**config.mk**
```make
export PLATFORM = sky130hd
export DESIGN_NAME = uefa_top
export DESIGN_NICKNAME = d
export VERILOG_FILES = /design/src/design/uefa_top.v
export VERILOG_INCLUDE_DIRS = /design/src /design/src/shared
export SDC_FILE = /design/constraint.sdc
export NUM_CORES = 1
export LEC_CHECK = 0
export ABC_AREA = 0
export BUFFER_PORTS_ARGS = -buffer_cell sky130_fd_sc_hd__buf_4
export CORE_ASPECT_RATIO = 2
export CORE_MARGIN = 3
export CORE_UTILIZATION = 55
export CTS_CLUSTER_SIZE = 24
export DETAILED_ROUTE_END_ITERATION = 8
export PLACE_DENSITY = 0.8
export SYNTH_ARGS = -nofsm -noshare
export SYNTH_HDL_FRONTEND = slang
export SYNTH_HIERARCHICAL = 1
export SYNTH_SLANG_ARGS = --single-unit
export TNS_END_PERCENT = 30
```
**constraint.sdc**
```tcl
create_clock -name CLK_IN -period 5.5 [get_ports CLK_IN]
set_input_delay 1.1 -clock CLK_IN [delete_from_list [all_inputs] [get_ports CLK_IN]]
set_output_delay 1.1 -clock CLK_IN [all_outputs]
set_load 0.02 [all_outputs]
```
**src/shared/uefa_defs.vh**
```
// uefa_defs.vh: register offsets, field positions, reset values and timing
// counts for the usb event flag, address and frame-low block.
// assumes a 32-bit classic wishbone slave with word-aligned registers.
`ifndef UEFA_DEFS_VH
`define UEFA_DEFS_VH

// register byte offsets
`define UEFA_EVENT_FLAGS_OFS   5'h00
`define UEFA_FUNC_ADDR_OFS     5'h04
`define UEFA_FRAME_LOW_OFS     5'h08
`define UEFA_EVENT_MASK_OFS    5'h0c
`define UEFA_CTRL_OFS          5'h10
`define UEFA_TOKEN_STAT_OFS    5'h14

// event flag positions
`define UEFA_STALL_BIT         7
`define UEFA_ATTACH_BIT        6
`define UEFA_RESUME_BIT        5
`define UEFA_IDLE_BIT          4
`define UEFA_TOKEN_DONE_BIT    3
`define UEFA_FRAME_START_BIT   2
`define UEFA_ERROR_BIT         1
`define UEFA_RESET_DETACH_BIT  0

// address and control register fields
`define UEFA_LOW_SPEED_BIT     7
`define UEFA_ERR_MASK_SHIFT    8

// reset values
`define UEFA_FLAGS_RST         8'h00
`define UEFA_ADDR_RST          8'h00
`define UEFA_FRAME_RST         8'h00
`define UEFA_MASK_RST          8'h00
`define UEFA_CTRL_RST          8'h00

// timing: clock period in ns, 2.5 us and 3 ms figures
`define UEFA_CLK_NS            10
`define UEFA_LINE_QUIET_NS     2500
`define UEFA_IDLE_NS           3000000
// cycle counts at the 10 ns clock; 300000 needs all 19 timer bits
`define UEFA_QUIET_CYC         19'd250
`define UEFA_IDLE_CYC          19'd300000

`endif

```
**src/design/uefa_top.v**
```verilog
// uefa_top.v: usb event flags, function address and frame number low byte.
// assumes bus-state and event inputs from the usb serial engine on CLK_IN,
// except the raw D+/D- levels, which are asynchronous and synchronised here.
`timescale 1ns/100ps
`default_nettype none
`include "uefa_defs.vh"

module uefa_top (
   input  wire        CLK_IN,
   input  wire        RST_B_IN,
   input  wire        WB_CYC_IN,
   input  wire        WB_STB_IN,
   input  wire        WB_WE_IN,
   input  wire [4:0]  WB_ADR_IN,
   input  wire [3:0]  WB_SEL_IN,
   input  wire [31:0] WB_DAT_IN,
   output reg  [31:0] WB_DAT_OUT,
   output reg         WB_ACK_OUT,
   input  wire        DP_IN,
   input  wire        DM_IN,
   input  wire        SE0_IN,
   input  wire        BUS_IDLE_IN,
   input  wire        SUSPENDED_IN,
   input  wire        STALL_RX_IN,
   input  wire        STALL_TX_IN,
   input  wire        ATTACH_IN,
   input  wire        DETACH_IN,
   input  wire        BUS_RESET_IN,
   input  wire        SOF_RX_IN,
   input  wire        SOF_THRESH_IN,
   input  wire [10:0] FRAME_NUM_IN,
   input  wire [7:0]  ERROR_EVENTS_IN,
   input  wire        TOKEN_DONE_IN,
   input  wire [7:0]  TOKEN_STAT_IN,
   input  wire        TOKEN_PENDING_IN,
   output wire        TOKEN_FIFO_POP_OUT,
   output wire        HOST_ROLE_OUT,
   output wire        LOW_SPEED_OUT,
   output wire [6:0]  FUNC_ADDR_OUT,
   output wire [7:0]  ERR_ENABLE_OUT,
   output wire        IRQ_OUT
);

   reg        rst_s1;
   reg        rst_n;
   wire       dp_level;
   wire       dm_level;
   wire [7:0] flags;
   reg  [7:0] mask;
   reg  [7:0] addr;
   reg  [7:0] frame_low;
   reg  [7:0] ctrl;
   reg  [7:0] err_en;
   reg  [7:0] token_stat;
   reg  [7:0] set_vec;
   reg  [7:0] clr_vec;
   reg  [7:0] rd_data;
   wire       k_hit;
   wire       quiet_full;
   wire       idle_hit;

   wire       host_role = ctrl[0];
   wire       bus_req   = WB_CYC_IN & WB_STB_IN & ~WB_ACK_OUT;
   wire       wr_req    = bus_req & WB_WE_IN & WB_SEL_IN[0];
   // address decode; the word index sits in bits 4-2
   wire [4:0] ofs       = {WB_ADR_IN[4:2], 2'b00};
   wire       sel_flags = (ofs == `UEFA_EVENT_FLAGS_OFS);
   wire       sel_addr  = (ofs == `UEFA_FUNC_ADDR_OFS);
   wire       sel_mask  = (ofs == `UEFA_EVENT_MASK_OFS);
   wire       sel_ctrl  = (ofs == `UEFA_CTRL_OFS);
   wire       flag_wr   = wr_req & sel_flags;
   // k-state: full speed D- high, low speed D+ high, both with no se0
   wire       k_state   = addr[`UEFA_LOW_SPEED_BIT] ? (dp_level & ~dm_level)
                                                    : (dm_level & ~dp_level);
   // timers run only while their bus condition holds and clear otherwise
   wire       k_run     = k_state & ~SE0_IN;
   wire       quiet_run = BUS_IDLE_IN & ~SE0_IN;
   wire       idle_run  = BUS_IDLE_IN;

   // reset release through two flops, so every flop on rst_n leaves reset together
   always @(posedge CLK_IN or negedge RST_B_IN) begin
      if (!RST_B_IN) begin
         rst_s1 <= 1'b0;
         rst_n  <= 1'b0;
      end else begin
         rst_s1 <= 1'b1;
         rst_n  <= rst_s1;
      end
   end

   // pin levels accepted only once stages two and three agree
   uefa_pin_sync i_dp_sync (
      .clk_in    (CLK_IN),
      .rst_b_in  (rst_n),
      .pin_in    (DP_IN),
      .level_out (dp_level)
   );

   uefa_pin_sync i_dm_sync (
      .clk_in    (CLK_IN),
      .rst_b_in  (rst_n),
      .pin_in    (DM_IN),
      .level_out (dm_level)
   );

   // bus timers saturate, so the k and idle conditions fire once per episode; quiet_full stays high while the bus stays quiet
   // the idle timer is long; a run of bus activity restarts it
   uefa_run_timer #(
      .LIMIT     (`UEFA_QUIET_CYC)
   ) i_k_timer (
      .clk_in    (CLK_IN),
      .rst_b_in  (rst_n),
      .run_in    (k_run),
      .full_out  (),
      .reach_out (k_hit)
   );

   uefa_run_timer #(
      .LIMIT     (`UEFA_QUIET_CYC)
   ) i_quiet_timer (
      .clk_in    (CLK_IN),
      .rst_b_in  (rst_n),
      .run_in    (quiet_run),
      .full_out  (quiet_full),
      .reach_out ()
   );

   uefa_run_timer #(
      .LIMIT     (`UEFA_IDLE_CYC)
   ) i_idle_timer (
      .clk_in    (CLK_IN),
      .rst_b_in  (rst_n),
      .run_in    (idle_run),
      .full_out  (),
      .reach_out (idle_hit)
   );

   always @* begin
      set_vec = 8'h00;
      set_vec[`UEFA_STALL_BIT] = host_role ? STALL_RX_IN : STALL_TX_IN;
      set_vec[`UEFA_ATTACH_BIT] = host_role & ATTACH_IN & quiet_full;
      set_vec[`UEFA_RESUME_BIT] = k_hit;
      set_vec[`UEFA_IDLE_BIT] = idle_hit;
      set_vec[`UEFA_TOKEN_DONE_BIT] = TOKEN_DONE_IN;
      set_vec[`UEFA_FRAME_START_BIT] = host_role ? SOF_THRESH_IN
                                                 : SOF_RX_IN;
      set_vec[`UEFA_ERROR_BIT] = |(ERROR_EVENTS_IN & err_en);
      set_vec[`UEFA_RESET_DETACH_BIT] = host_role ? DETACH_IN
                                                  : BUS_RESET_IN;
      clr_vec = flag_wr ? WB_DAT_IN[7:0] : 8'h00;
      clr_vec[`UEFA_ERROR_BIT] = 1'b0;
   end

   // one sticky cell per event flag
   genvar b;
   generate
      for (b = 0; b < 8; b = b + 1) begin : g_flag
         uefa_flag_bit i_uefa_flag_bit (
            .clk_in   (CLK_IN),
            .rst_b_in (rst_n),
            .set_in   (set_vec[b]),
            .clr_in   (clr_vec[b]),
            .flag_out (flags[b])
         );
      end
   endgenerate

   // token fifo pops when a set token-done flag is written clear
   assign TOKEN_FIFO_POP_OUT = flag_wr & flags[`UEFA_TOKEN_DONE_BIT] &
                               WB_DAT_IN[`UEFA_TOKEN_DONE_BIT];

   // event-side captures
   always @(posedge CLK_IN or negedge rst_n) begin
      if (!rst_n)
         token_stat <= 8'h00;
      else if (TOKEN_DONE_IN)
         token_stat <= TOKEN_STAT_IN;
   end

   always @(posedge CLK_IN or negedge rst_n) begin
      if (!rst_n)
         frame_low <= `UEFA_FRAME_RST;
      else if (SOF_RX_IN)
         frame_low <= FRAME_NUM_IN[7:0];
   end

   // software registers; byte lane 0 carries them
   always @(posedge CLK_IN or negedge rst_n) begin
      if (!rst_n)
         addr <= `UEFA_ADDR_RST;
      else if (wr_req & sel_addr)
         addr <= WB_DAT_IN[7:0];
   end

   always @(posedge CLK_IN or negedge rst_n) begin
      if (!rst_n)
         mask <= `UEFA_MASK_RST;
      else if (wr_req & sel_mask)
         mask <= WB_DAT_IN[7:0];
   end

   always @(posedge CLK_IN or negedge rst_n) begin
      if (!rst_n)
         ctrl <= `UEFA_CTRL_RST;
      else if (wr_req & sel_ctrl)
         ctrl <= WB_DAT_IN[7:0];
   end

   // error enables sit in lane 1 of the control word
   always @(posedge CLK_IN or negedge rst_n) begin
      if (!rst_n)
         err_en <= `UEFA_MASK_RST;
      else if (bus_req & WB_WE_IN & WB_SEL_IN[1] & sel_ctrl)
         err_en <= WB_DAT_IN[15:8];
   end

   // read mux; unmapped words read zero and still ack
   always @* begin
      case (ofs)
         `UEFA_EVENT_FLAGS_OFS: rd_data = flags;
         `UEFA_FUNC_ADDR_OFS:   rd_data = addr;
         `UEFA_FRAME_LOW_OFS:   rd_data = frame_low;
         `UEFA_EVENT_MASK_OFS:  rd_data = mask;
         `UEFA_CTRL_OFS:        rd_data = ctrl;
         `UEFA_TOKEN_STAT_OFS:  rd_data = TOKEN_PENDING_IN ? token_stat
                                                           : 8'h00;
         default:               rd_data = 8'h00;
      endcase
   end

   // one wait-free ack per request, dropped the cycle after
   always @(posedge CLK_IN or negedge rst_n) begin
      if (!rst_n)
         WB_ACK_OUT <= 1'b0;
      else
         WB_ACK_OUT <= bus_req;
   end

   // read data holds until the next request, so a slow master still sees it
   always @(posedge CLK_IN or negedge rst_n) begin
      if (!rst_n)
         WB_DAT_OUT <= 32'h0;
      else if (bus_req)
         WB_DAT_OUT <= {24'h0, rd_data};
   end

   assign HOST_ROLE_OUT  = host_role;
   assign LOW_SPEED_OUT  = addr[`UEFA_LOW_SPEED_BIT];
   assign FUNC_ADDR_OUT  = addr[6:0];
   assign ERR_ENABLE_OUT = err_en;
   // resume reaches the line only while suspended; software should keep
   // it masked outside suspend anyway, this gate is the safety net
   wire [7:0] irq_gate = {2'b11, SUSPENDED_IN | ~mask[`UEFA_RESUME_BIT],
                          5'h1f};
   assign IRQ_OUT        = |(flags & mask & irq_gate);

endmodule

// three-flop pin synchroniser; a level moves only when stages two and
// three agree, so one metastable sample cannot reach the timers
module uefa_pin_sync (
   input  wire clk_in,
   input  wire rst_b_in,
   input  wire pin_in,
   output reg  level_out
);
   reg [2:0] stage;

   always @(posedge clk_in or negedge rst_b_in) begin
      if (!rst_b_in) begin
         stage     <= 3'h0;
         level_out <= 1'b0;
      end else begin
         stage <= {stage[1:0], pin_in};
         if (stage[2] == stage[1])
            level_out <= stage[2];
      end
   end
endmodule

// saturating run timer: counts while run_in holds and clears when it
// drops; reach_out pulses once, on the cycle before the count reaches the limit
module uefa_run_timer #(
   parameter [18:0] LIMIT = 19'd250
) (
   input  wire clk_in,
   input  wire rst_b_in,
   input  wire run_in,
   output wire full_out,
   output wire reach_out
);
   localparam [18:0] LAST = LIMIT - 19'd1;

   reg [18:0] count;

   assign full_out  = (count == LIMIT);
   assign reach_out = run_in & (count == LAST);

   always @(posedge clk_in or negedge rst_b_in) begin
      if (!rst_b_in)
         count <= 19'h0;
      else if (!run_in)
         count <= 19'h0;
      else if (count != LIMIT)
         count <= count + 19'h1;
   end
endmodule

// one sticky event flag; a set in the same cycle as a clear wins, so an
// event landing during the software clear is never lost
module uefa_flag_bit (
   input  wire clk_in,
   input  wire rst_b_in,
   input  wire set_in,
   input  wire clr_in,
   output reg  flag_out
);
   always @(posedge clk_in or negedge rst_b_in) begin
      if (!rst_b_in)
         flag_out <= 1'b0;
      else if (set_in)
         flag_out <= 1'b1;
      else if (clr_in)
         flag_out <= 1'b0;
   end
endmodule
`default_nettype wire

```
# Yosys cells after proc, flatten, opt, wreduce, memory -nomap -nowiden
# Index checks and enable logic that the tools add are counted.
[word_totals]
wordCells = 110
regBits = 132
inputBits = 87
output_inout_bits = 52
[classes]
n_addsub = 3
eq_ne = 16
reduce_logical = 10
mux = 27
bitwise_logic = 29
[op_table]
columns = ["operator", "count"]
rows = [
  ["two-way mux 19 bit", 6],
  ["adder 19 x 1 -> 19 bit (second input constant)", 3],
  ["case mux 8 bit (6 select lines)", 1],
  ["== test 19 x 8 -> 1 bit (second input constant)", 2],
  ["inequality test 19 x 8 -> 1 bit (second input constant)", 2],
  ["bitwise AND 8 bit", 3],
  ["bitwise AND 1 bit", 20],
  ["== test 19 bit (second input constant)", 1],
  ["inequality test 19 bit (second input constant)", 1],
  ["two-way mux 1 bit", 18],
  ["two-way mux 8 bit", 2],
  ["OR reduction 8 bit", 2],
  ["nonzero test 2 bit", 7],
  ["== test 3 x 2 -> 1 bit (second input constant)", 2],
  ["== test 3 bit (second input constant)", 2],
  ["zero test 5 bit", 1],
  ["NOT 1 bit", 5],
  ["inequality test 2 bit (second input constant)", 2],
  ["== test 3 x 1 -> 1 bit (second input constant)", 1],
  ["== test 1 bit", 2],
  ["inequality test 2 x 1 -> 1 bit (second input constant)", 1],
  ["bitwise OR 1 bit", 1],
]

# Depth between registers and ports, before layout
# Gate-level depths: netlist of run 1.
[logic_depth]
word_depth = 8
mapped_depth = 8
depth_no_buf = 7

# Modules after synthesis
# Netlist of run 1, hierarchy kept.
[by_module_without_submodules]
columns = ["mod", "n_inst", "area_each_um2", "seq_area_each_um2", "cells_each"]
rows = [
  ["uefa_top", 1, 3051.7, 1476.4, 255],
  ["uefa_run_timer at i_k_timer ...", 2, 1026.0, 475.5, 108],
  ["uefa_run_timer at i_idle_timer", 1, 1053.5, 475.5, 110],
  ["uefa_flag_bit", 8, 36.3, 25.0, 3],
  ["uefa_pin_sync", 2, 111.4, 100.1, 5],
]

# Worst setup path before layout of run 1
# No wires, ideal clock.
[synth_path]
kind = "input to output"
start = "input port WB_STB_IN"
end = "output port TOKEN_FIFO_POP_OUT"
setup_slack_ps = 2173
stages = 6
arrival_ps = 2227
path_buffers = 2
path_cell_list = "and3b_1 > buf_6 > and3_1 > buf_6 > nor4b_4 > and3_1"
[synth_between]
elab_chain_len = 7
[synth_rtl]
columns = ["item", "line", "text"]
rows = [
  ["start, declared", "uefa_top.v:12", "input wire WB_STB_IN,"],
  ["bitwise AND 1 bit (2 in a row)", "uefa_top.v:63", "wire bus_req = WB_CYC_IN & WB_STB_IN & ~WB_ACK_OUT;"],
  ["bitwise AND 1 bit (2 in a row)", "uefa_top.v:64", "wire wr_req = bus_req & WB_WE_IN & WB_SEL_IN[0];"],
  ["bitwise AND 1 bit", "uefa_top.v:71", "wire flag_wr = wr_req & sel_flags;"],
  ["bitwise AND 1 bit (2 in a row)", "uefa_top.v:169", "assign TOKEN_FIFO_POP_OUT = flag_wr & flags[`UEFA_TOKEN_DONE_BIT] &"],
  ["end, declared", "uefa_top.v:36", "output wire TOKEN_FIFO_POP_OUT,"],
]
# Every way passes these cells.

# Worst setup path after layout of run 1
# Same ends and word-level chain as after synthesis.

==> flow_metrics.tcl, run 1 <==
set metrics [dict create \
    run_status "completed" \
    hold_violation_total_from_the_final_report 0 \
    rows 56 \
    cts_num_sinks 132 \
    grt_overflow_total 0 \
    setup_repair_after_global_routing_missed_its_margin "no" \
    relSlewSlack_pct 33.5 \
    post_drt_wl_per_cell_microns 18.3 \
    floorplan.die_area_sq_um 13500 \
    worst_path_arrival_ps 2630 \
    detailedPlacementHpwl_microns 11400 \
    dp_worst_setup_slack_ps 1770 \
    power-per-cell-area_nw_per_um2 324 \
    post-route-worst-setup-slack_ps 1770 \
    critPathCaptureType "output pin" \
    floorplan.initialDensity_pct 56.4 \
    tritoncts "done" \
    drive_gt1_share_pct 27.2 \
    drc 0 \
    grt_first_pass_wirelength_microns 25700 \
    cts_htree_levels 4 \
    nNetsFinal 799 \
    totalNegativeSetupSlack_ps 0 \
    post-route-min-period_ps 3730 \
    timing.critical_path.required_ps 4400 \
    netSwitchingFraction_pct 23.6 \
    final.setup_skew_ps 8.61 \
    clock_power_share_pct 46.6 \
    top_level_ports 139 \
    fp.dieW_microns 83.7 \
    power_frac_seq_pct 42.4 \
    worstSetupStartpointType "input pin" \
    detail-route-antenna-nets 0 \
    grt_antenna_before_repair 0 \
    syn-mean-instance-area_sq_um 10.9 \
    max-clock-path-buffers 2 \
    die_height_microns 161 \
    power.ir.vdd_worst_v 0.000226 \
    cts.hold.buffers_added 0 \
    area_growth_syn_to_layout_pct 20.0 \
    maxClockFrequency_ghz 0.268 \
    detail_route.vias_per_cell 5.94 \
    worst_setup_hold_path_clk_slew_ps 60 \
    post_cts.resized_instances 0 \
    worst_skew_pair.late_latency_ps 410 \
    vias_in_the_first_global_route 5404 \
    layout.cells.non_filler 862 \
    timing.final.max_slew_violations 0 \
    core_area_sq_um 11800 \
    gpl.final_weighted_congestion 0.882 \
    overall_fraction_of_global_route_tracks_in_use_pct 23.8 \
    mapped_cells 611 \
    worstMarginPinSlew_ps 998 \
    cts_root_buf "sky130_fd_sc_hd__clkbuf_16" \
    final-setup-viol-count 0 \
    cts_inserted_buffers 17 \
    drt_first_pass_iters 5 \
    total_switching_power_mw 0.610 \
    drtIter0Drc 330 \
    critical_path_class "input pin to output pin" \
    cap_violations 0 \
    internal-power_mw 1.97 \
    grt_max_degree 78 \
    cts_setup_buffers 0 \
    synth_area_sq_um 6640 \
    leakagePower_nw 3.57 \
    wirelength_microns 15800 \
    crit_path_max_fanout 19 \
    share_comb_of_total_power_pct 10.9 \
    diodes 0 \
    min-delay-path-class "flop to flop" \
    synthesis.yosys.warnings 6 \
    place.port_buffers 91 \
    dr_total_vias 5118 \
    min_period_over_period_pct 67.8 \
    top_regs "i_idle_timer/count (19), i_k_timer/count (19), i_quiet_timer/count (19)" \
    place.detailed.instances 831 \
    num-fill-cells 855 \
]
## final cells by class
type,instances,area [sq um],area share (%)
timing repair buffer,94,706,8.85
sequential,132,3310,41.5
inverter,24,90.1,1.13
clock buffer,23,488,6.12
multi-input combinational,436,3050,38.3
tap,145,181,2.28
clock inverter,8,148,1.85
## power groups by stage
| stage | Combinational, mW | Clock [mW] | Sequential (mW) |
|---|---|---|---|
| floorplan | 0.147 | 0 | 1.13 |
| global placement | 0.271 | 0 | 1.11 |
| finish | 0.282 | 1.20 | 1.10 |
| global route | 0.303 | 1.26 | 1.10 |
| detailed placement | 0.281 | 0 | 1.11 |
| CTS | 0.283 | 1.22 | 1.10 |
## metal layers
metal  track usage [%]  vias to the layer above  wire length, microns
met1              23.2                     2576                  5310
met4              11.3                        0                   599
li1                  -                     2327                     -
met5                 0                        -                     0
met3              5.56                       42                   717
met2              45.9                      173                  9170
## final timing paths
| check | cells past startpoint | startpoint | slack (ps) | end |
|---|---|---|---|---|
| worst max-delay path | 8 | WB_STB_IN | 1770 | TOKEN_FIFO_POP_OUT |
| worst min-delay path | 0 | i_dm_sync/stage[0] | 350 | i_dm_sync/stage[1] |
| worst max register to register | 5 | i_k_timer/count[1] | 3300 | i_k_timer/count[18] |
| worst min register to register | 0 | i_dm_sync/stage[0] | 350 | i_dm_sync/stage[1] |
| max in group asynchronous | 1 | rst_n | 3740 | i_k_timer/count[16] |
| min in group asynchronous | 1 | RST_B_IN | 460 | rst_s1 |
## critical path, cell delays in order
cell	delay, ps
sky130_fd_sc_hd__buf_4	80
sky130_fd_sc_hd__and3b_1	150
sky130_fd_sc_hd__buf_4	230
sky130_fd_sc_hd__and3_1	350
sky130_fd_sc_hd__nor4b_4	240
sky130_fd_sc_hd__buf_4	190
sky130_fd_sc_hd__and3_1	160
sky130_fd_sc_hd__buf_4	130
## metrics by stage
| step | instance area [sq um] | power, mW | hold WS [ps] | utilization [%] |
|---|---|---|---|---|
| 2_1_floorplan | 6730 | 1.27 | 331 | - |
| 3_3_place_gp | 7340 | 1.38 | 336 | 62.3 |
| 3_5_place_dp | 7340 | 1.39 | 335 | 62.3 |
| 4_1_cts | 7970 | 2.60 | 347 | 67.7 |
| 5_1_grt | 7970 | 2.67 | 353 | 67.7 |
| 6_report | 7970 | 2.58 | 346 | 67.7 |
## cells in the final DEF, fill, tap and decap left out, types with 5 or more instances in the layout
cell and instances:
sky130_fd_sc_hd__or3_1 14, sky130_fd_sc_hd__xor2_1 10, sky130_fd_sc_hd__a21o_1 10, sky130_fd_sc_hd__mux2i_1 15, sky130_fd_sc_hd__o22a_1 5, sky130_fd_sc_hd__o21ai_0 20, sky130_fd_sc_hd__clkbuf_16 17, sky130_fd_sc_hd__buf_4 94
sky130_fd_sc_hd__conb_1 26, sky130_fd_sc_hd__nor4_1 9, sky130_fd_sc_hd__nand2b_1 10, sky130_fd_sc_hd__a21oi_1 29, sky130_fd_sc_hd__a22oi_1 9, sky130_fd_sc_hd__o31ai_1 6, sky130_fd_sc_hd__xnor2_1 15, sky130_fd_sc_hd__nor2b_1 5
sky130_fd_sc_hd__ha_1 7, sky130_fd_sc_hd__dfrtp_1 131, sky130_fd_sc_hd__inv_1 22, sky130_fd_sc_hd__nor2_1 30, sky130_fd_sc_hd__or4_1 6, sky130_fd_sc_hd__and2_1 16, sky130_fd_sc_hd__nand4_1 11, sky130_fd_sc_hd__mux2_2 51
sky130_fd_sc_hd__o211ai_1 8, sky130_fd_sc_hd__nand2_1 40, sky130_fd_sc_hd__and3_1 8, sky130_fd_sc_hd__nand3_1 22, sky130_fd_sc_hd__and4_1 5
Power figures use the tool's default switching activity.
==> inputs of run 2 (changes only) <==
==> constraint.sdc (replaced) <==
create_clock -name CLK_IN -period 3.7 [get_ports CLK_IN]
set_input_delay 0.74 -clock CLK_IN [delete_from_list [all_inputs] [get_ports CLK_IN]]
set_output_delay 0.74 -clock CLK_IN [all_outputs]
set_load 0.02 [all_outputs]
==> run 2 against run 1 <==
  * Register-to-register slack got worse by 1800 ps
  * Setup slack got worse by 900 ps
  * Via count fell by 1.0%
  * First-iteration DRC count fell by 11%
  * Combinational power rose by 54%
  * Count of clock-buffer cells in the layout fell by 4
  * Non-clock buffer count did not move
  * Highest routed layer unchanged
  * Sequential power rose by 46%
  * Final area fell by 0.17%
  * Core utilization fell by 0.12 points
  * Flip-flop and latch count did not move
  * Total power rose by 46%
==> flow_metrics.tcl, run 2 (synthesis gave the netlist of run 1 again) <==
set metrics [dict create \
    run_status "completed" \
    max-clock-path-buffers 2 \
    cap_violations 0 \
    cts_num_sinks 132 \
    timing.critical_path.required_ps 2960 \
    critical_path_class "flop to output pin" \
    worst_r2r_endpoint "i_k_timer/count[18]" \
    layout.cells.non_filler 862 \
    top_level_ports 139 \
    grt_first_pass_wirelength_microns 25400 \
    most_frequent_cells_in_the_layout "sky130_fd_sc_hd__dfrtp_1, sky130_fd_sc_hd__buf_4, sky130_fd_sc_hd__mux2_2, sky130_fd_sc_hd__nand2_1, sky130_fd_sc_hd__nor2_1" \
    post-route-worst-setup-slack_ps 874 \
    drive_gt1_share_pct 27.5 \
    relSlewSlack_pct 54.5 \
    worstSetupStartpointType "flop" \
    num-fill-cells 853 \
    leakagePower_nw 3.56 \
    post_cts.resized_instances 0 \
    dr_total_vias 5066 \
    wirelength_microns 15500 \
    cts.hold.buffers_added 0 \
    critical_path.endpoint "TOKEN_FIFO_POP_OUT" \
    die_height_microns 161 \
    power.ir.vdd_worst_v 0.000328 \
    grt_overflow_total 0 \
    gpl.final_weighted_congestion 0.895 \
    critPathCaptureType "output pin" \
    diodes 0 \
    cp-startpoint "WB_ACK_OUT" \
    post_drt_wl_per_cell_microns 18.0 \
    grt_max_degree 131 \
    r2r_start "i_k_timer/count[0]" \
    crit_slowest_cell "sky130_fd_sc_hd__dfrtp_1" \
    crit_path_max_fanout 8 \
    worst_path_dominant_cell_family "simple AND/OR/NAND/NOR gates" \
    cts_root_buf "sky130_fd_sc_hd__clkbuf_16" \
    maxClockFrequency_ghz 0.354 \
    cts_htree_levels 4 \
    worstMarginPinSlew_ps 683 \
    place.detailed.instances 831 \
    final-setup-viol-count 0 \
    power.total_mw 3.76 \
    nNetsFinal 799 \
    final_common_cell "sky130_fd_sc_hd__dfrtp_1" \
    power-per-cell-area_nw_per_um2 472 \
    core_area_sq_um 11800 \
    vias_in_the_first_global_route 5375 \
    floorplan.die_area_sq_um 13500 \
    drtIter0Drc 294 \
    fp.dieW_microns 83.7 \
    critical_path.cell_chain "and3b_1 > and3_1 > nor4b_4 > buf_4 > and3_1 > buf_4" \
    detail_route.vias_per_cell 5.88 \
    final.setup_skew_ps 5.88 \
    reg2reg_depth 5 \
    post_layout_util_pct 67.6 \
    worst_skew_pair.late_latency_ps 410 \
    floorplan.initialDensity_pct 56.4 \
    min_period_over_period_pct 76.4 \
    area_growth_syn_to_layout_pct 19.8 \
    overall_fraction_of_global_route_tracks_in_use_pct 23.7 \
    cts_inserted_buffers 17 \
    critPathBufInv 2 \
    path_depth 6 \
    timing.final.max_slew_violations 0 \
    detail-route-antenna-nets 0 \
    cts_setup_buffers 0 \
    min-delay-path-class "input pin to asynchronous set/reset pin" \
    worst_path_arrival_ps 2090 \
    setup.reg_to_reg.worst_slack_ps 1490 \
    hold_slack_ps 99.6 \
    dp_worst_setup_slack_ps 918 \
    placed_area_sq_um 7350 \
    critical_path.max_stage_delay_ps 370 \
    setup_repair_after_global_routing_missed_its_margin "no" \
    post-route-min-period_ps 2830 \
    hold_violation_total_from_the_final_report 0 \
    totalNegativeSetupSlack_ps 0 \
    top_regs "i_idle_timer/count (19), i_k_timer/count (19), i_quiet_timer/count (19)" \
    grt_antenna_before_repair 0 \
    drt_first_pass_iters 5 \
    rows 56 \
    post-route-cell-area_sq_um 7960 \
    worst_setup_hold_path_clk_slew_ps 60 \
    drc 0 \
    place.port_buffers 91 \
    tritoncts "done" \
    detailedPlacementHpwl_microns 11100 \
]
[run 2: worst min-delay path by stage]
| stage | start | to | slack (ps) | depth (start not counted) |
|---|---|---|---|---|
| floorplan | rst_s1 | rst_n | 330 | 0 |
| global placement | i_dm_sync/stage[0] | i_dm_sync/stage[1] | 340 | 0 |
| detailed placement | i_dm_sync/stage[0] | i_dm_sync/stage[1] | 340 | 0 |
| CTS | RST_B_IN | rst_n | 80 | 1 |
| global route | RST_B_IN | rst_n | 80 | 1 |
| finish | RST_B_IN | rst_n | 100 | 1 |
[run 2: where the power goes]
group          internal, mW  total (mW)  switching [mW]
combinational         0.202       0.434           0.232
clock                  1.09        1.71           0.620
sequential             1.54        1.61          0.0770
[run 2: metal layers]
layer | global-route usage [%] | routed length [microns] | vias up
li1 | - | - | 2324
met1 | 23.0 | 5230 | 2511
met2 | 45.2 | 8880 | 187
met3 | 4.54 | 749 | 44
met4 | 13.7 | 681 | 0
met5 | 0 | 0 | -
[run 2: cell type report]
| type | count | area (sq um) | share of cell area [%] |
|---|---|---|---|
| inverter | 24 | 90.1 | 1.13 |
| clock buffer | 19 | 453 | 5.69 |
| multi-input combinational | 436 | 3050 | 38.4 |
| sequential | 132 | 3310 | 41.5 |
| timing repair buffer | 94 | 718 | 9.02 |
| clock inverter | 12 | 156 | 1.96 |
| tap | 145 | 181 | 2.28 |
==> inputs of run 3 (changes only) <==
--- a/config.mk
+++ b/config.mk
@@ -10,10 +10,10 @@
 export BUFFER_PORTS_ARGS = -buffer_cell sky130_fd_sc_hd__buf_4
 export CORE_ASPECT_RATIO = 2
 export CORE_MARGIN = 3
-export CORE_UTILIZATION = 55
+export CORE_UTILIZATION = 50
 export CTS_CLUSTER_SIZE = 24
 export DETAILED_ROUTE_END_ITERATION = 8
-export PLACE_DENSITY = 0.8
+export PLACE_DENSITY = 0.77
 export SYNTH_ARGS = -nofsm -noshare
 export SYNTH_HDL_FRONTEND = slang
 export SYNTH_HIERARCHICAL = 1
==> constraint.sdc (replaced) <==
create_clock -name CLK_IN -period 2.5 [get_ports CLK_IN]
set_input_delay 0.5 -clock CLK_IN [delete_from_list [all_inputs] [get_ports CLK_IN]]
set_output_delay 0.5 -clock CLK_IN [all_outputs]
set_load 0.02 [all_outputs]
==> run 3 against run 2 <==
  * Total power rose by 53%
  * Sequential share of layout area fell by 0.47 points
  * First-iteration DRC count fell by 40%
  * Largest cell class unchanged
  * Die area rose by 9.4%
  * Flip-flop and latch count did not move
  * Count of clock-buffer cells in the layout fell by 1
  * Critical path type unchanged
  * Non-clock buffer count rose by 4
  * Setup slack got worse by 730 ps
  * Clock skew rose by 2.6 ps
==> flow_metrics.tcl, run 3 (synthesis gave the netlist of run 1 again) <==
set metrics [dict create \
    leakagePower_nw 3.60 \
    worst_setup_hold_path_clk_slew_ps 60 \
    critical_path_class "flop to output pin" \
    multi_input_area_sq_um 3050 \
    final_common_cell "sky130_fd_sc_hd__dfrtp_1" \
    worstHoldStart "DM_IN" \
    vias_in_the_first_global_route 5240 \
    hold_end "i_dm_sync/stage[0]" \
    register_area_sq_um 3310 \
    worstMarginPinSlew_ps 735 \
    detail_route.vias_per_cell 5.74 \
    drive_gt1_share_pct 27.7 \
    grt_overflow_total 0 \
    cts_setup_buffers 0 \
    die_height_microns 169 \
    setup_repair_after_global_routing_missed_its_margin "no" \
    worst_skew_pair.late_latency_ps 410 \
    core_area_sq_um 13000 \
    run_status "completed" \
    setup.reg_to_reg.worst_slack_ps 280 \
    drc 0 \
    detailedPlacementHpwl_microns 11500 \
    top_regs "i_idle_timer/count (19), i_k_timer/count (19), i_quiet_timer/count (19)" \
    worstSetupStartpointType "flop" \
    overall_fraction_of_global_route_tracks_in_use_pct 22.1 \
    detail-route-antenna-nets 0 \
    relSlewSlack_pct 51.0 \
    cts_inserted_buffers 17 \
    hold_violation_total_from_the_final_report 0 \
    worst_r2r_endpoint "i_k_timer/count[18]" \
    power.ir.vdd_worst_v 0.000699 \
    tritoncts "done" \
    floorplan.die_area_sq_um 14800 \
    wirelength_microns 15700 \
    floorplan.initialDensity_pct 51.1 \
    dr_total_vias 5010 \
    min-delay-path-class "input pin to flop" \
    cap_violations 0 \
    reg2reg_depth 5 \
    rows 59 \
    final.setup_skew_ps 8.50 \
    worst_hold_path.num_cells 1 \
    gpl.final_weighted_congestion 0.884 \
    grt_max_degree 54 \
    post_cts.resized_instances 0 \
    most_frequent_cells_in_the_layout "sky130_fd_sc_hd__dfrtp_1, sky130_fd_sc_hd__buf_4, sky130_fd_sc_hd__mux2_2, sky130_fd_sc_hd__nand2_1, sky130_fd_sc_hd__nor2_1" \
    min_period_over_period_pct 94.1 \
    cts_num_sinks 132 \
    fp.dieW_microns 87.5 \
    cts_htree_levels 4 \
    maxClockFrequency_ghz 0.425 \
    nNetsFinal 803 \
    num-fill-cells 1040 \
    cts_root_buf "sky130_fd_sc_hd__clkbuf_16" \
    hold_slack_ps 193 \
    post-route-min-period_ps 2350 \
    grt_first_pass_wirelength_microns 25400 \
    totalNegativeSetupSlack_ps 0 \
    critPathCaptureType "output pin" \
    worst_path_arrival_ps 1850 \
    timing.final.max_slew_violations 0 \
    drt_first_pass_iters 7 \
    r2r_start "i_k_timer/count[0]" \
    max-clock-path-buffers 2 \
    place.port_buffers 91 \
    final-setup-viol-count 0 \
    power-per-cell-area_nw_per_um2 713 \
    crit_path_max_fanout 2 \
    top_level_ports 139 \
    area_growth_syn_to_layout_pct 21.2 \
    drtIter0Drc 177 \
    timing.critical_path.required_ps 2000 \
    diodes 0 \
    grt_antenna_before_repair 0 \
    post_drt_wl_per_cell_microns 18.0 \
]
==> run 3: per-stage QoR <==
| step | power [mW] | area, sq um | cells | worst slack [ps] | utilization [%] |
|---|---|---|---|---|---|
| 5_1_grt | 5.95 | 8050 | 873 | 62.0 | 62.0 |
| 6_report | 5.74 | 8050 | 873 | 148 | 62.0 |
| 3_3_place_gp | 3.04 | 7390 | 841 | 416 | 56.9 |
| 2_1_floorplan | 2.80 | 6740 | 635 | 304 | - |
| 4_1_cts | 5.79 | 8050 | 873 | 123 | 62.0 |
| 3_5_place_dp | 3.06 | 7390 | 841 | 342 | 56.9 |
==> run 3: how the worst max path moves through the flow <==
| stage | slack [ps] | cells past startpoint | end | from |
|---|---|---|---|---|
| 4_1_cts | 120 | 5 | TOKEN_FIFO_POP_OUT | WB_ACK_OUT |
| 2_1_floorplan | 300 | 0 | ERR_ENABLE_OUT[0] | rst_n |
| 6_report | 150 | 5 | TOKEN_FIFO_POP_OUT | WB_ACK_OUT |
| 5_1_grt | 60 | 5 | TOKEN_FIFO_POP_OUT | WB_ACK_OUT |
| 3_3_place_gp | 420 | 6 | TOKEN_FIFO_POP_OUT | WB_STB_IN |
| 3_5_place_dp | 340 | 5 | i_k_timer/count[18] | i_k_timer/count[0] |
==> run 3: routing by layer <==
| metal | share of wire, % | track usage (%) | vias to the layer above |
|---|---|---|---|
| li1 | - | - | 2329 |
| met1 | 33 | 22.3 | 2473 |
| met2 | 57 | 40.7 | 161 |
| met3 | 4.6 | 4.92 | 47 |
| met4 | 4.6 | 11.3 | 0 |
| met5 | 0 | 0 | - |
==> run 3: area by class of cell <==
type                       instances  share of cell area [%]
tap                              152                    2.36
clock buffer                      18                    5.45
clock inverter                    13                    2.58
timing repair buffer              98                    9.48
inverter                          24                    1.12
multi-input combinational        436                    37.9
sequential                       132                    41.1
==> run 3: critical path: stages (launching register included) <==
cell	delay [ps]
sky130_fd_sc_hd__dfrtp_1	370
sky130_fd_sc_hd__and3b_1	240
sky130_fd_sc_hd__and3_1	210
sky130_fd_sc_hd__nor4b_4	270
sky130_fd_sc_hd__and3_1	210
sky130_fd_sc_hd__buf_4	140
==> run 3: power by group <==
group / leakage, nW / internal, mW / total [mW] / switching, mW
Sequential: 1.72 / 2.27 / 2.40 / 0.125
Clock: 0.304 / 1.79 / 2.71 / 0.925
Combinational: 1.58 / 0.305 / 0.630 / 0.325
Total: 3.60 / 4.36 / 5.74 / 1.37
==> run 3: timing repair <==
item / CTS / global route
endpoints found under the hold margin: 2 / 0
endpoints found under the setup margin: 0 / 0
hold buffers: 1 / 0
